===== src/hw/adc_port_defs.svh =====
// offsets, field positions, reset values and timing counts
// assumes inclusion by bare name from the package and the design
`ifndef ADC_PORT_DEFS_SVH
`define ADC_PORT_DEFS_SVH
`define ADDR_CTL_BASE 5'h10
`define ADDR_MODE 5'h10
`define ADDR_CHSEL 5'h11
`define ADDR_START 5'h12
`define ADDR_STATUS 5'h13
`define ADDR_DATA_LAST 5'h0F
`define CTRL_DIR_BIT 7
`define MODE_REF_BIT 0
`define MODE_EIGHT_BIT 1
`define MODE_IEN_BIT 2
`define MODE_CONV_EN_BIT 3
`define MODE_RESET 8'h00
`define STATUS_DONE_BIT 7
`define STATUS_BUSY_BIT 6
`define CONV_CYC_TEN 5'h0E
`define CONV_CYC_EIGHT 5'h0C
`define SAMPLE_HALVES 5'h03
`define CONV_ARM 5'h1F
`define TRIAL_START 5'h04
`define RESULT_MSB 4'h9
`endif


===== src/hw/adc_port_pkg.sv =====
// types shared by the converter port and conversion control
// assumes adc_port_defs.svh on the include path
package adc_port_pkg;
  `include "adc_port_defs.svh"
  typedef struct packed {
    logic ce;
    logic sck;
    logic mosi;
  } spi_pins_s;
  typedef struct packed {
    logic [2:0] channel;
    logic ref_ext;
    logic sample;
    logic [9:0] trial_code;
  } analog_ctrl_s;
  typedef enum logic {CV_IDLE, CV_RUN} conv_state_e;
endpackage

===== src/hw/adc_port.sv =====
// serial slave port, open-drain completion flag and conversion sequencing
// assumes pins and oscillator are asynchronous to clk; comparator from analog
`timescale 1ns/1ps
`include "adc_port_defs.svh"
// Behaviour
// - read bytes leave on the serial output most significant bit first.
// - serial output takes its next bit on each leading clock edge.
// - serial input is sampled on each trailing clock edge.
// - chip select low resets serial logic, output released.
// - first byte after chip select rises is the address/control byte.
// - later bytes under the same select are data reads or writes.
// - interrupt output signals a completed conversion.
// - interrupt is open drain: released when idle, driven low when active.
// - mode enable bit gates interrupt; status bit shows the condition.
// - conversion takes 14 or 12 oscillator cycles, sampling first 1.5.
// - conversion logic steps on the oscillator pin, not the serial clock.
// - reference select makes channel 0 the external reference.
// - one of eight channels, by channel address, feeds the converter.
// - clock level at select rise picks the active edges.
// - control byte: top bit direction, low five bits register address.
// - power-on reset clears the mode register.
module adc_port (
  // clock and reset
  input wire logic clk,
  input wire logic rstn,
  // serial pins
  input adc_port_pkg::spi_pins_s spi,
  output logic miso_out,
  output logic miso_oe_n,
  // completion interrupt, open drain
  output logic int_out,
  output logic int_oe_n,
  // conversion oscillator and analog front end
  input wire logic conversion_clock_pin,
  input wire logic comparator_high,
  output adc_port_pkg::analog_ctrl_s ana
);
  import adc_port_pkg::*;

  logic [1:0] ce_s, sck_s, mosi_s, osc_s, cmp_s;
  logic ce_q, sck_q, osc_q;
  logic pol, first_byte, dir_write;
  logic [2:0] bit_cnt;
  logic [7:0] rx, tx;
  logic [4:0] addr;
  logic [7:0] mode_selection_register, chsel, data_hi [8], data_lo [8];
  logic st_done;
  conv_state_e state;
  logic [4:0] half;
  logic [9:0] code;
  logic start_req;

  function automatic logic [4:0] addr_step(input logic [4:0] a);
    if (a <= `ADDR_DATA_LAST)
      addr_step = {1'b0, a[3:0] + 4'h1};
    else if (a < `ADDR_STATUS)
      addr_step = a + 5'h01;
    else
      addr_step = a;
  endfunction

  // edge finding on synchronised pins
  wire ce_on = ce_s[1];
  wire ce_rise = ce_s[1] & ~ce_q;
  wire active = ce_s[1] & ce_q;
  wire sck_rise = sck_s[1] & ~sck_q;
  wire sck_fall = ~sck_s[1] & sck_q;
  wire lead = active & (pol ? sck_fall : sck_rise);
  wire trail = active & (pol ? sck_rise : sck_fall);
  wire [7:0] rx_next = {rx[6:0], mosi_s[1]};
  wire byte_done = trail & (bit_cnt == 3'h7);
  wire [4:0] next_addr = first_byte ? rx_next[4:0] : addr_step(addr);
  wire do_write = byte_done & ~first_byte & dir_write;
  wire wr_start = do_write & (addr == `ADDR_START);
  wire busy = (state == CV_RUN);
  wire ien = mode_selection_register[`MODE_IEN_BIT];
  wire eight = mode_selection_register[`MODE_EIGHT_BIT];

  // read selection at the address the next byte will come from
  wire [7:0] status_rd = {st_done, busy, 6'h00};
  wire [7:0] ctl_rd = (next_addr == `ADDR_MODE) ? mode_selection_register :
                      (next_addr == `ADDR_CHSEL) ? chsel :
                      (next_addr == `ADDR_START) ? {5'h00, ana.channel} :
                      (next_addr == `ADDR_STATUS) ? status_rd : 8'h00;
  wire [7:0] rd_data = next_addr[4] ? ctl_rd :
                       next_addr[0] ? data_lo[next_addr[3:1]] : data_hi[next_addr[3:1]];
  wire load_tx = byte_done & (first_byte | ~dir_write);
  wire read_status = load_tx & (next_addr == `ADDR_STATUS)
                     & ~(first_byte & rx_next[`CTRL_DIR_BIT]);

  // conversion timing in oscillator half cycles
  wire osc_edge = osc_s[1] ^ osc_q;
  wire [4:0] total_half = {eight ? `CONV_CYC_EIGHT : `CONV_CYC_TEN} << 1;
  wire [4:0] trial_end = `TRIAL_START + (eight ? 5'h10 : 5'h14);
  wire [4:0] half_off = half - `TRIAL_START;
  wire [3:0] bitsel = `RESULT_MSB - half_off[4:1];
  wire in_trial = busy & (half >= `TRIAL_START) & (half < trial_end);
  wire conv_end = busy & osc_edge & (half == total_half - 5'h01);
  wire conv_go = start_req & mode_selection_register[`MODE_CONV_EN_BIT];

  // synchronisers: first stage read by the second and by AST_DATA_AFTER
  always_ff @(posedge clk or negedge rstn) begin
    if (!rstn) begin
      ce_s <= 2'h0;
      sck_s <= 2'h0;
      mosi_s <= 2'h0;
      osc_s <= 2'h0;
      cmp_s <= 2'h0;
      ce_q <= 1'b0;
      sck_q <= 1'b0;
      osc_q <= 1'b0;
    end else begin
      ce_s <= {ce_s[0], spi.ce};
      sck_s <= {sck_s[0], spi.sck};
      mosi_s <= {mosi_s[0], spi.mosi};
      osc_s <= {osc_s[0], conversion_clock_pin};
      cmp_s <= {cmp_s[0], comparator_high};
      ce_q <= ce_s[1];
      sck_q <= sck_s[1];
      osc_q <= osc_s[1];
    end
  end

  // serial shifter, held in reset while select is low
  always_ff @(posedge clk or negedge rstn) begin
    if (!rstn) begin
      pol <= 1'b0;
      first_byte <= 1'b1;
      dir_write <= 1'b0;
      bit_cnt <= 3'h0;
      rx <= 8'h00;
      tx <= 8'h00;
      addr <= 5'h00;
    end else if (!ce_on) begin
      first_byte <= 1'b1;
      bit_cnt <= 3'h0;
      tx <= 8'h00;
    end else begin
      if (ce_rise) begin
        pol <= sck_s[1];
        first_byte <= 1'b1;
      end
      if (trail) begin
        rx <= rx_next;
        bit_cnt <= bit_cnt + 3'h1;
      end
      if (lead)
        tx <= {tx[6:0], 1'b0};
      if (byte_done) begin
        first_byte <= 1'b0;
        addr <= next_addr;
        if (first_byte)
          dir_write <= rx_next[`CTRL_DIR_BIT];
      end
      if (load_tx)
        tx <= rd_data;
    end
  end

  // serial output and its enable
  always_ff @(posedge clk or negedge rstn) begin
    if (!rstn) begin
      miso_out <= 1'b0;
      miso_oe_n <= 1'b1;
    end else begin
      miso_oe_n <= ~ce_on;
      if (!ce_on)
        miso_out <= 1'b0;
      else if (lead)
        miso_out <= tx[7];
    end
  end

  // registers written from the port
  always_ff @(posedge clk or negedge rstn) begin
    if (!rstn) begin
      mode_selection_register <= `MODE_RESET;
      chsel <= 8'h00;
      start_req <= 1'b0;
    end else begin
      start_req <= wr_start;
      if (do_write & (addr == `ADDR_MODE))
        mode_selection_register <= rx_next;
      if (do_write & (addr == `ADDR_CHSEL))
        chsel <= rx_next;
    end
  end

  // successive approximation sequencing
  always_ff @(posedge clk or negedge rstn) begin
    if (!rstn) begin
      state <= CV_IDLE;
      half <= 5'h00;
      code <= 10'h000;
      st_done <= 1'b0;
      ana <= '0;
      for (int i = 0; i < 8; i++) begin
        data_hi[i] <= 8'h00;
        data_lo[i] <= 8'h00;
      end
    end else begin
      ana.ref_ext <= mode_selection_register[`MODE_REF_BIT];
      ana.trial_code <= code;
      if (read_status | conv_go)
        st_done <= 1'b0;
      case (state)
        CV_IDLE: begin
          if (conv_go) begin
            ana.channel <= rx[2:0];
            ana.sample <= 1'b1;
            // count starts at the first oscillator edge, so sampling spans full halves
            half <= `CONV_ARM;
            code <= 10'h000;
            state <= CV_RUN;
          end
        end
        CV_RUN: begin
          if (osc_edge) begin
            half <= half + 5'h01;
            if (half == `SAMPLE_HALVES - 5'h01)
              ana.sample <= 1'b0;
            if (in_trial & ~half[0])
              code[bitsel] <= 1'b1;
            if (in_trial & half[0] & ~cmp_s[1])
              code[bitsel] <= 1'b0;
          end
          if (conv_end) begin
            state <= CV_IDLE;
            st_done <= 1'b1;
            if (eight) begin
              data_lo[ana.channel] <= code[9:2];
            end else begin
              data_hi[ana.channel] <= {6'h00, code[9:8]};
              data_lo[ana.channel] <= code[7:0];
            end
          end
        end
        default: state <= CV_IDLE;
      endcase
    end
  end

  // open-drain interrupt: drive low only when flagged and enabled
  always_ff @(posedge clk or negedge rstn) begin
    if (!rstn) begin
      int_out <= 1'b0;
      int_oe_n <= 1'b1;
    end else begin
      int_out <= 1'b0;
      int_oe_n <= ~(st_done & ien);
    end
  end
endmodule


===== config.mk =====
export PLATFORM = sky130hd
export DESIGN_NAME = adc_port
export DESIGN_NICKNAME = d
export VERILOG_FILES = /design/src/hw/adc_port_pkg.sv /design/src/hw/adc_port.sv
export VERILOG_INCLUDE_DIRS = /design/src /design/src/hw
export SDC_FILE = /design/constraint.sdc
export NUM_CORES = 1
export LEC_CHECK = 0
export ABC_AREA = 1
export BUFFER_PORTS_ARGS = -buffer_cell sky130_fd_sc_hd__buf_2
export CORE_MARGIN = 4
export CORE_UTILIZATION = 35
export CTS_CLUSTER_DIAMETER = 200
export DETAILED_ROUTE_END_ITERATION = 10
export GPL_TIMING_DRIVEN = 0
export SLEW_MARGIN = 20
export SYNTH_ARGS = -nofsm -noshare
export SYNTH_HDL_FRONTEND = slang
export SYNTH_SLANG_ARGS = --single-unit
export TNS_END_PERCENT = 50

===== constraint.sdc =====
create_clock -name clk -period 5.49 [get_ports clk]
set_clock_uncertainty 0.1 [all_clocks]
set_input_delay 0.549 -clock clk [delete_from_list [all_inputs] [get_ports clk]]
set_output_delay 0.549 -clock clk [all_outputs]
set_load 0.02 [all_outputs]

# Yosys cells after proc, flatten, opt, wreduce, memory -nomap -nowiden

Index checks and enable logic that the tools add are counted.

Flip-flop bits (word level): 219
Logic and storage cells: 192

$add $sub $neg: 8
Magnitude comparators: 9
Equal/unequal tests: 17
Mux-type cells: 57
Bitwise gates (word level): 45
Reductions and logical operators: 11

Operator list:

| kind                | number |
|---|---|
| $bwmux 64           | 3 |
| $mux 8              | 14 |
| $mux 64             | 1 |
| $mux 10             | 6 |
| $bmux 8 s3          | 2 |
| $eq 5x5->1 const B  | 7 |
| $and 1x1->1         | 25 |
| $mux 5              | 5 |
| $demux 8 s3         | 1 |
| $pmux 10 s2         | 1 |
| $mux 1              | 16 |
| $not 1->1           | 12 |
| $reduce_and 2->1    | 6 |
| $add 5x1->5 const B | 2 |
| $and 10x10->10      | 1 |
| $not 10->10         | 1 |
| $or 10x10->10       | 1 |
| $pmux 5 s2          | 1 |
| $mux 3              | 3 |
| $reduce_and 3->1    | 3 |
| $ge 4x4->1 const B  | 2 |
| $ne 2x1->1 const B  | 4 |
| $not 3->4           | 2 |
| $ne 3x1->1 const B  | 2 |
| other kinds (23)    | 26 |

# Longest topological paths before layout

Gate-level depths: netlist (run 1).

Word-level depth: 14
Gate-level depth with buffers: 20
Depth with buffers taken out: 19

# Worst setup path before layout (run 1)

Ideal clock, no wire load.

Path kind: reg2reg
From: register half[2]
To: register data_lo[13] in the netlist's numbering
Library setup time: 0.127 ns
Arrival time: 2.151 ns
Required time: 5.263 ns
Slack: 3.112 ns
Stages on the path, launching flop included: 13
Buffers on the path: 1
Period minus slack after synthesis: 2.378 ns
Cell sequence: dfrtp_1 clkinv_1 ha_1 inv_1 nor4_4 inv_2 nor2_1 inv_2 nor2_2 inv_1 buf_2 nand2_1 o21ai_0

Cells in the longest elaborated chain, start to end: 3

Ends and longest elaborated chain:

| element                           | line            | text |
|---|---|---|
| from (decl)                       | adc_port.sv:49  | `logic [4:0] half;` |
| from (signal assigned)            | adc_port.sv:212 | `` half <= `CONV_ARM; `` |
| from (signal assigned)            | adc_port.sv:219 | `half <= half + 5'h01;` |
| $eq 5x5->1                        | adc_port.sv:98  | `wire conv_end = busy & osc_edge & (half == total_half - 5'h01);` |
| $and 1x1->1                       | adc_port.sv:98  |  |
| $reduce_and 2->1 (no source line) | n/a             |  |
| to (signal, indexed assignment)   | adc_port.sv:231 | `data_lo[ana.channel] <= code[9:2];` |
| to (signal, indexed assignment)   | adc_port.sv:234 | `data_lo[ana.channel] <= code[7:0];` |
| to (decl)                         | adc_port.sv:46  | `logic [7:0] mode_selection_register, chsel, data_hi [8], data_lo [8];` |

Every way passes these cells.
A chain may end at the register's enable or synchronous reset.

# Final worst setup path (run 1)

From: register half[2]
To: register data_lo[36] in the netlist's numbering

The elaborated chain is that of the path after synthesis.

==> flow_metrics.tcl, run 1 <==
set metrics [dict create \
    ir_drop_mv 0.221 \
    initial_core_util_pct 35.7 \
    gp_congestion 0.844 \
    rows 55 \
    worst_skew_pair.late_latency_ns 0.43 \
    slowest_stage "nor4_4" \
    vias 6793 \
    slew_viol_final 0 \
    antenna_cells 0 \
    die_y_um 161 \
    period_share_pct 56.6 \
    grt_max_degree 61 \
    synth_cells 972 \
    path_max_fanout 10 \
    final_layout_size_suffix_gt1_share_pct 10.8 \
    clock-sinks 171 \
    drtIter0Drc 476 \
    grtUsageTotal_pct 17.5 \
    critPathKind "flop to flop" \
    dp_hpwl_um 15600 \
    cp-startpoint "half[2]$_DFFE_PN0P_" \
    synth_top_area_share_pct 51.6 \
    r2r-start "half[2]$_DFFE_PN0P_" \
    synth_nets 995 \
    ys_types 38 \
    grt_pass1_vias 6614 \
    synth_sequential_area_ratio_pct 52.6 \
    cts.root.buffer_cell "clkbuf_16" \
    maxCapViolations 0 \
    crit_arrival_ns 3.27 \
    final_nets 1041 \
    leakage_nw 4.12 \
    cp_cell_sequence "clkinv_1 > ha_1 > inv_1 > nor4_4 > inv_2 > nor2_2 > inv_1 > nor2_4 > inv_1 > nand2_1 > o21ai_0" \
    cts_buffers 17 \
    wl_per_cell_um 16.4 \
    end_kind "flop" \
    io_buffer_count 24 \
    first_pass_iters 5 \
    grt_pass1_wl_um 35900 \
    hold_viol_final 0 \
    relSlewSlack_pct 37.0 \
    path_clk_slew_ns 0.07 \
    rsz0062_at_grt "no" \
    tns_ns 0 \
    cts_resized 0 \
    overflow 0 \
    clockBufferDepth 2 \
    tightest_slew_ns 0.938 \
    final_common_cell "nand2_1" \
    fillers 2310 \
    netlist_top_cells_area "dfrtp_1 52%, nand2_1 13%, o21ai_0 9.8%" \
    synth_top_area_cell "dfrtp_1" \
    hold_start "spi[0]" \
    die-width_um 161 \
    cts_tree "yes" \
    ant_nets 0 \
    setup_viol_count_final 0 \
    fin_crit_ns 3.11 \
    dieArea_um2 25800 \
    holdBufCountCts 1 \
    powerDensity_nw_per_um2 332 \
    required_ns 5.66 \
    post_cts_buffers 0 \
    outcome "completed" \
    crit_family "simple AND/OR/NAND/NOR gates" \
    drt-vias-per-instance 5.05 \
    critPathLaunchType "flop" \
    synth-seq-cells 171 \
    yosysWarnings 0 \
    core-area_um2 22800 \
    hp-class "input pin to flop" \
    cp_num_buf_inv 5 \
    antenna_found_initial 0 \
    totalWireLength_um 22000 \
    total_power_mw 3.10 \
    layout_common_cells "274 x nand2_1, 168 x dfrtp_1, 159 x o21ai_0" \
    drc 0 \
    area_growth_pct 14.7 \
    crit_top_cell "inv_1" \
    avgSynthCellArea_um2 8.37 \
    cts.htree.levels 4 \
    max_stage_delay_ns 0.52 \
    netlist_area_um2 8140 \
    ios 26 \
    fmax_mhz 322 \
]
-- state kept, by name (all words and copies together), names as in the netlist, 2 cells and up --
name,cells
data_lo,64
addr,5
mode_selection_register,8
ana,15
code,10
mosi_s,2
bit_cnt,3
data_hi,16
rx,7
tx,8
ce_s,2
half,5
cmp_s,2
chsel,8
osc_s,2
sck_s,2
-- through the flow --
step	utilization, %	instances	worst slack (ns)	cell area [µm²]	hold WS (ns)
after global placement	38.0	1309	1.01	8650	0.233
after global routing	41.0	1344	2.10	9340	0.101
after floorplan	-	972	3.11	8140	0.153
after CTS	41.0	1344	2.41	9340	0.100
final	41.0	1344	2.38	9340	0.116
after detailed placement	38.3	1311	2.44	8720	0.237
-- cell type report --
type	instances	area [µm²]	area share (%)
flip-flops and latches	171	4280	45.9
multi-input cells	673	3310	35.4
clock buffers	17	425	4.55
well taps	313	392	4.19
inverters	101	379	4.06
repair buffers	27	195	2.09
clock inverters	15	188	2.01
plain buffers	27	168	1.80
-- path summary, 6_finish.rpt --
kind | cells after the start | slack, ns | end
hold reg to reg | 0 | 0.25 | sck_s[1]$_DFF_PN0_
max in group asynchronous | 4 | 3.81 | data_hi[25]$_DFFE_PN0P_
hold / removal | 1 | 0.12 | mosi_s[0]$_DFF_PN0_
setup / recovery | 11 | 2.38 | data_lo[36]$_DFFE_PN0P_
setup reg to reg | 11 | 2.38 | data_lo[36]$_DFFE_PN0P_
min in group asynchronous | 2 | 0.53 | ce_s[1]$_DFF_PN0_
-- synthesized netlist by cell type (all sizes together) --
master	number
clkbuf	9
xor2	1
nor3	1
a31oi	2
a22oi	1
a21oi	22
nand3	82
or2	1
conb	1
o21ai	174
nor3b	1
dfrtp	168
nor4	1
xnor2	2
dfstp	3
inv	99
nor2	51
a21boi	1
ha	16
nand4	15
buf	18
o211ai	15
clkinv	2
nand3b	4
nand2	282
-- per-layer routing --
| metal | track usage (%) | wire [µm] |
|---|---|---|
| met5 | 0 | 0 |
| met3 | 3.85 | 1250 |
| met4 | 5.40 | 396 |
| met1 | 24.9 | 10300 |
| met2 | 26.8 | 10100 |
-- report_power, final --
part / internal [mW] / total, mW / switching (mW) / leakage (nW)
clock: 0.724 / 1.26 / 0.535 / 0.285
combinational: 0.153 / 0.537 / 0.385 / 1.50
sequential: 1.29 / 1.31 / 0.0207 / 2.34
total: 2.16 / 3.10 / 0.940 / 4.12
-- cells by family (layout without fill, tap and decap cells) --
| group | count (synthesis) | after routing | synth area share (%) |
|---|---|---|---|
| flip-flops | 171 | 171 | 52.6 |
| adder cells (fa/ha/maj) | 16 | 16 | 2.46 |
| AO/OA/AOI/OAI | 215 | 215 | 13.8 |
| buffers and inverters | 128 | 187 | 6.72 |
| other | 1 | 1 | 0.0461 |
| XOR/XNOR | 3 | 3 | 0.323 |
| AND/OR/NAND/NOR | 438 | 438 | 24.0 |
No activity file was read; power rests on OpenSTA's default activity.
==> run 2: changes to the inputs <==
==> constraint.sdc (replaced) <==
create_clock -name clk -period 2.9 [get_ports clk]
set_clock_uncertainty 0.1 [all_clocks]
set_input_delay 0.29 -clock clk [delete_from_list [all_inputs] [get_ports clk]]
set_output_delay 0.29 -clock clk [all_outputs]
set_load 0.02 [all_outputs]
==> run 2 against run 1 <==
Effect of this change:
- total power rose by 91%
- worst hold slack improved by 0.13 ns
- first-iteration DRC count rose by 18%
- wire length rose by 1.1%
- critical path depth rose by 6
- utilization rose by 0.86 points
- critical endpoint is now tx[3]$_DFFE_PN0P_
- sequential power rose by 89%
==> flow_metrics.tcl, run 2 (synthesized netlist as in run 1, its figures left out) <==
set metrics [dict create \
    p_int_mw 4.12 \
    vias 6934 \
    placed_cells 1311 \
    critPathKind "flop to flop" \
    drtIter0Drc 563 \
    first_pass_iters 5 \
    area_growth_pct 17.1 \
    grtUsageTotal_pct 17.6 \
    io_buffer_count 24 \
    required_ns 3.10 \
    ir_drop_mv 0.416 \
    drc 0 \
    p_comb_share_pct 18.0 \
    fin_crit_ns 2.70 \
    pwr-share-clk_pct 40.2 \
    grt_max_degree 61 \
    grt_pass1_vias 6645 \
    tightest_slew_ns 0.880 \
    maxCapViolations 0 \
    cts_buffers 17 \
    final_common_cell "nand2_1" \
    path_clk_slew_ns 0.07 \
    dp_hpwl_um 15600 \
    cts.htree.levels 4 \
    final_nets 1059 \
    relSlewSlack_pct 40.7 \
    largest_reg_flops 64 \
    powerDensity_nw_per_um2 620 \
    path_max_fanout 10 \
    grt_pass1_wl_um 36100 \
    initial_core_util_pct 35.7 \
    setup_viol_count_final 0 \
    cts.root.buffer_cell "clkbuf_16" \
    dp_slack_ns -0.153 \
    instances_no_fill 1362 \
    drt-vias-per-instance 5.09 \
    antenna_cells 0 \
    slew_viol_final 0 \
    critPathLaunchType "flop" \
    end_kind "flop" \
    antenna_found_initial 0 \
    tns_ns 0 \
    seqPwrFrac_pct 41.8 \
    outcome "completed" \
    ios 26 \
    hp-class "flop to flop" \
    dieArea_um2 25800 \
    layout_common_cells "274 x nand2_1, 165 x dfrtp_1, 158 x o21ai_0" \
    rows 55 \
    holdWs_ns 0.248 \
    overflow 0 \
    layout_setup_ws_ns 0.201 \
    wl_per_cell_um 16.3 \
    top_regs "data_lo: 64 flops, data_hi: 16 flops, ana: 15 flops" \
    cts_tree "yes" \
    die_y_um 161 \
    hold_viol_final 0 \
    regMostFlops "data_lo" \
    period_share_pct 93.1 \
    final_layout_size_suffix_gt1_share_pct 12.5 \
    p_switching_mw 1.79 \
    die-width_um 161 \
    crit_arrival_ns 2.90 \
    leakage_nw 4.20 \
    worst_skew_pair.late_latency_ns 0.43 \
    total_power_mw 5.91 \
    gp_congestion 0.844 \
    totalWireLength_um 22300 \
    ant_nets 0 \
    core-area_um2 22800 \
    switching_share_pct 30.3 \
    clock-sinks 171 \
    fmax_mhz 370 \
    clockBufferDepth 2 \
]
-- run 2: cell types whose count changed in the layout (fill, tap and decap cells not counted), moves of 3 or more --
| cell | previous run | this run |
|---|---|---|
| buf_4 | 6 | 20 |
| dlygate4sd3_1 | 1 | 6 |
| buf_2 | 31 | 28 |
| dfrtp_1 | 168 | 165 |
| dfrtp_2 | 0 | 3 |
-- run 2: worst paths after layout --
path,from,cells after the start,end,slack [ns]
max,addr[0]$_DFFE_PN0P_,17,tx[3]$_DFFE_PN0P_,0.20
min,sck_s[0]$_DFF_PN0_,0,sck_s[1]$_DFF_PN0_,0.25
max reg2reg,addr[0]$_DFFE_PN0P_,17,tx[3]$_DFFE_PN0P_,0.20
min reg2reg,sck_s[0]$_DFF_PN0_,0,sck_s[1]$_DFF_PN0_,0.25
max in group asynchronous,rstn,4,data_hi[1]$_DFFE_PN0P_,1.47
min in group asynchronous,rstn,2,ce_s[1]$_DFF_PN0_,0.26
-- run 2: power by group through the flow --
stage / Sequential [mW] / Clock [mW] / Combinational [mW]
after floorplan: 2.51 / 0 / 0.637
after global placement: 2.52 / 0 / 0.997
after detailed placement: 2.52 / 0 / 1.01
after CTS: 2.47 / 2.43 / 1.02
after global routing: 2.48 / 2.52 / 1.15
final: 2.47 / 2.38 / 1.06
-- run 2: repair_timing --
item	4_1_cts	5_1_grt
setup endpoints to repair	30	52
gates resized for setup	3	16
pin swaps	1	2
hold endpoints to repair	59	0
hold buffers	6	0
gates cloned	0	0
buffers inserted	1	12
-- run 2: per-layer routing --
metal | track usage, % | vias up | part of all wire, %
li1 | - | 3317 | -
met5 | 0 | - | 0
met4 | 5.36 | 0 | 2.0
met3 | 3.77 | 32 | 6.4
met2 | 26.9 | 246 | 45
met1 | 25.1 | 3339 | 46
-- run 2: area by class of cell --
cell class | instances | area [µm²]
Buffer | 27 | 179
Clock buffer | 17 | 425
Clock inverter | 15 | 188
Fill cell | 2300 | 13200
Inverter | 101 | 383
Multi-Input combinational cell | 673 | 3340
Sequential cell | 171 | 4290
Tap cell | 313 | 392
Timing Repair Buffer | 45 | 343
-- run 2: per-stage QoR --
stage | cell area (µm²) | utilization (%)
after global placement | 8650 | 38.0
final | 9540 | 41.9
after global routing | 9540 | 41.9
after CTS | 9400 | 41.3
after floorplan | 8140 | -
after detailed placement | 8720 | 38.3
-- run 2: worst max-delay path, cell delays in order (launching register included) --
cell and delay (ns):
dfrtp_2 0.44, ha_2 0.21, inv_1 0.05, nor2_1 0.04, ha_2 0.21, nor2_8 0.15
nand2_4 0.09, nand2_1 0.11, nand3_4 0.12, nand2_4 0.15, buf_4 0.21, nand2_1 0.10
o211ai_1 0.10, nand3_1 0.12, nand3_1 0.12, nand3b_1 0.08, nand2_1 0.06, o21ai_0 0.09
==> run 3: changes to the inputs <==
--- a/config.mk
+++ b/config.mk
@@ -8,7 +8,7 @@
 export LEC_CHECK = 0
 export ABC_AREA = 1
 export BUFFER_PORTS_ARGS = -buffer_cell sky130_fd_sc_hd__buf_2
-export CORE_MARGIN = 4
+export CORE_MARGIN = 1.5
 export CORE_UTILIZATION = 35
 export CTS_CLUSTER_DIAMETER = 200
 export DETAILED_ROUTE_END_ITERATION = 10
==> run 3 against run 2 <==
Effect of this change:
- register-to-register slack got worse by 0.06 ns
- worst setup slack got worse by 0.064 ns
- sequential share of layout area is 0.73 points higher
- combinational power barely moved
- global-route usage up 1.6 points
- utilization is 0.55 points lower
- clock power fell by 4%
- cell area down 1.6%
- sequential power about the same
- count of clock-buffer cells in the layout stayed put
- die area is 6.1% lower
- maximum frequency shrank 2.3%
- largest cell class unchanged
==> flow_metrics.tcl, run 3 (synthesized netlist as in run 1, its figures left out) <==
set metrics [dict create \
    ir_drop_mv 0.421 \
    p_switching_mw 1.80 \
    vias 6783 \
    clockBufferDepth 2 \
    crit_arrival_ns 2.99 \
    hold_depth 0 \
    cts.root.buffer_cell "clkbuf_16" \
    dieArea_um2 24200 \
    multi_input_area_um2 3340 \
    fmax_mhz 362 \
    final_common_cell "nand2_1" \
    fillers 2294 \
    regMostFlops "data_lo" \
    whs_endpoint "mosi_s[1]$_DFF_PN0_" \
    pwr-share-clk_pct 39.4 \
    die_y_um 156 \
    totalWireLength_um 22000 \
    placed_area_um2 8650 \
    hp-class "flop to flop" \
    antenna_cells 0 \
    first_pass_iters 5 \
    cp_cell_sequence "ha_1 > inv_1 > nor2_1 > ha_2 > nor2_8 > nand2_4 > nand3_1 > nand3_2 > nand2_4 > nor2_4 > buf_2 > nand4_1 > o21ai_0 > a21oi_1 > nand2_1 > nand2_1 > nand2_1" \
    io_buffer_count 24 \
    dp_hpwl_um 15300 \
    p_int_mw 4.03 \
    fin_area_um2 9380 \
    final_nets 1050 \
    p_comb_share_pct 18.1 \
    maxCapViolations 0 \
    grt_max_degree 89 \
    cts_tree "yes" \
    overflow 0 \
    core-area_um2 22700 \
    grt_pass1_wl_um 35200 \
    outcome "completed" \
    setup_viol_count_final 0 \
    critPathLaunchType "flop" \
    leakage_nw 4.16 \
    antenna_found_initial 0 \
    r2r-end "tx[7]$_DFFE_PN0P_" \
    seqPwrFrac_pct 42.5 \
    gp_congestion 0.886 \
    wl_per_cell_um 16.6 \
    top_regs "data_lo: 64 flops, data_hi: 16 flops, ana: 15 flops" \
    crit_top_cell "nand2_1" \
    seqCellArea_um2 4290 \
    final_layout_size_suffix_gt1_share_pct 11.6 \
    grtUsageTotal_pct 19.2 \
    drt-vias-per-instance 5.12 \
    grt_pass1_vias 6459 \
    rrSetupSlack_ns 0.14 \
    slew_viol_final 0 \
    r2r-start "addr[1]$_DFFE_PN0P_" \
    clock-sinks 171 \
    path_clk_slew_ns 0.07 \
    tns_ns 0 \
    slowest_stage "dfrtp_2" \
    largest_reg_flops 64 \
    r2r_cells 17 \
    switching_share_pct 30.8 \
    initial_core_util_pct 35.8 \
    layout_common_cells "274 x nand2_1, 165 x dfrtp_1, 158 x o21ai_0" \
    drtIter0Drc 555 \
    period_share_pct 95.3 \
    end_kind "flop" \
    max_stage_delay_ns 0.46 \
    ios 26 \
    worst_skew_pair.late_latency_ns 0.44 \
    path_max_fanout 10 \
    area_growth_pct 15.3 \
    tightest_slew_ns 0.878 \
    die-width_um 156 \
    hold_start "mosi_s[0]$_DFF_PN0_" \
    cts.htree.levels 4 \
    rows 55 \
    fin_crit_ns 2.76 \
    hold_viol_final 0 \
    cts_buffers 17 \
    critPathKind "flop to flop" \
    drc 0 \
    powerDensity_nw_per_um2 621 \
    relSlewSlack_pct 41.0 \
    ant_nets 0 \
    required_ns 3.13 \
]
run 3: worst max-delay path by stage:
| stage | start | to | slack [ns] |
|---|---|---|---|
| 2_1_floorplan | half[2]$_DFFE_PN0P_ | data_lo[14]$_DFFE_PN0P_ | 0.52 |
| 3_3_place_gp | rstn | ana[6]$_DFF_PN0_ | -1.33 |
| 3_5_place_dp | half[2]$_DFFE_PN0P_ | data_lo[16]$_DFFE_PN0P_ | -0.15 |
| 4_1_cts | half[2]$_DFFE_PN0P_ | data_lo[16]$_DFFE_PN0P_ | -0.009 |
| 5_1_grt | addr[1]$_DFFE_PN0P_ | tx[1]$_DFFE_PN0P_ | -0.005 |
| 6_report | addr[1]$_DFFE_PN0P_ | tx[7]$_DFFE_PN0P_ | 0.14 |
run 3: cell type report:
type | instances | area share (%)
inverters | 101 | 4.05
plain buffers | 27 | 1.95
multi-input cells | 674 | 35.6
well taps | 285 | 3.80
repair buffers | 35 | 2.64
flip-flops and latches | 171 | 45.7
clock inverters | 15 | 1.71
clock buffers | 17 | 4.53
run 3: power by group through the flow:
| stage | registers, mW | logic [mW] | clock network (mW) |
|---|---|---|---|
| finish | 2.48 | 1.06 | 2.29 |
| global route | 2.48 | 1.15 | 2.41 |
| CTS | 2.48 | 1.02 | 2.33 |
| detailed placement | 2.52 | 1.00 | 0 |
| global placement | 2.52 | 0.995 | 0 |
| floorplan | 2.51 | 0.637 | 0 |
run 3: what timing repair did:
action | CTS | global route
setup buffers | 0 | 4
hold endpoints to repair | 90 | 0
gates cloned | 0 | 1
hold buffers | 6 | 0
pin swaps | 1 | 3
gates resized for setup | 4 | 13
setup endpoints to repair | 32 | 50
run 3: layer usage:
layer / share of wire [%] / global-route usage, % / vias to the layer above / routed length [µm]
li1: - / - / 3296 / -
met1: 48 / 27.0 / 3249 / 10600
met2: 44 / 29.2 / 195 / 9730
met3: 4.7 / 3.59 / 43 / 1040
met4: 2.5 / 7.62 / 0 / 545
met5: 0 / 0 / - / 0
run 3: critical path, delay by kind of cell, from the launching register on:
kind | cells | cell delay [ns]
adder cells (fa/ha/maj) | 2 | 0.43
AND/OR/NAND/NOR | 11 | 1.03
AO/OA/AOI/OAI | 2 | 0.39
buffers and inverters | 2 | 0.25
flip-flops | 1 | 0.46
run 3: stage by stage:
stage / power, mW / util (%) / cells / hold WS, ns / setup slack (ns)
after floorplan: 3.14 / - / 972 / -0.106 / 0.522
after global placement: 3.51 / 37.9 / 1281 / 0.235 / -1.33
after detailed placement: 3.52 / 38.1 / 1282 / 0.238 / -0.150
after CTS: 5.82 / 41.0 / 1320 / 0.254 / -0.00937
after global routing: 6.04 / 41.3 / 1325 / 0.256 / -0.00460
final: 5.82 / 41.3 / 1325 / 0.251 / 0.137
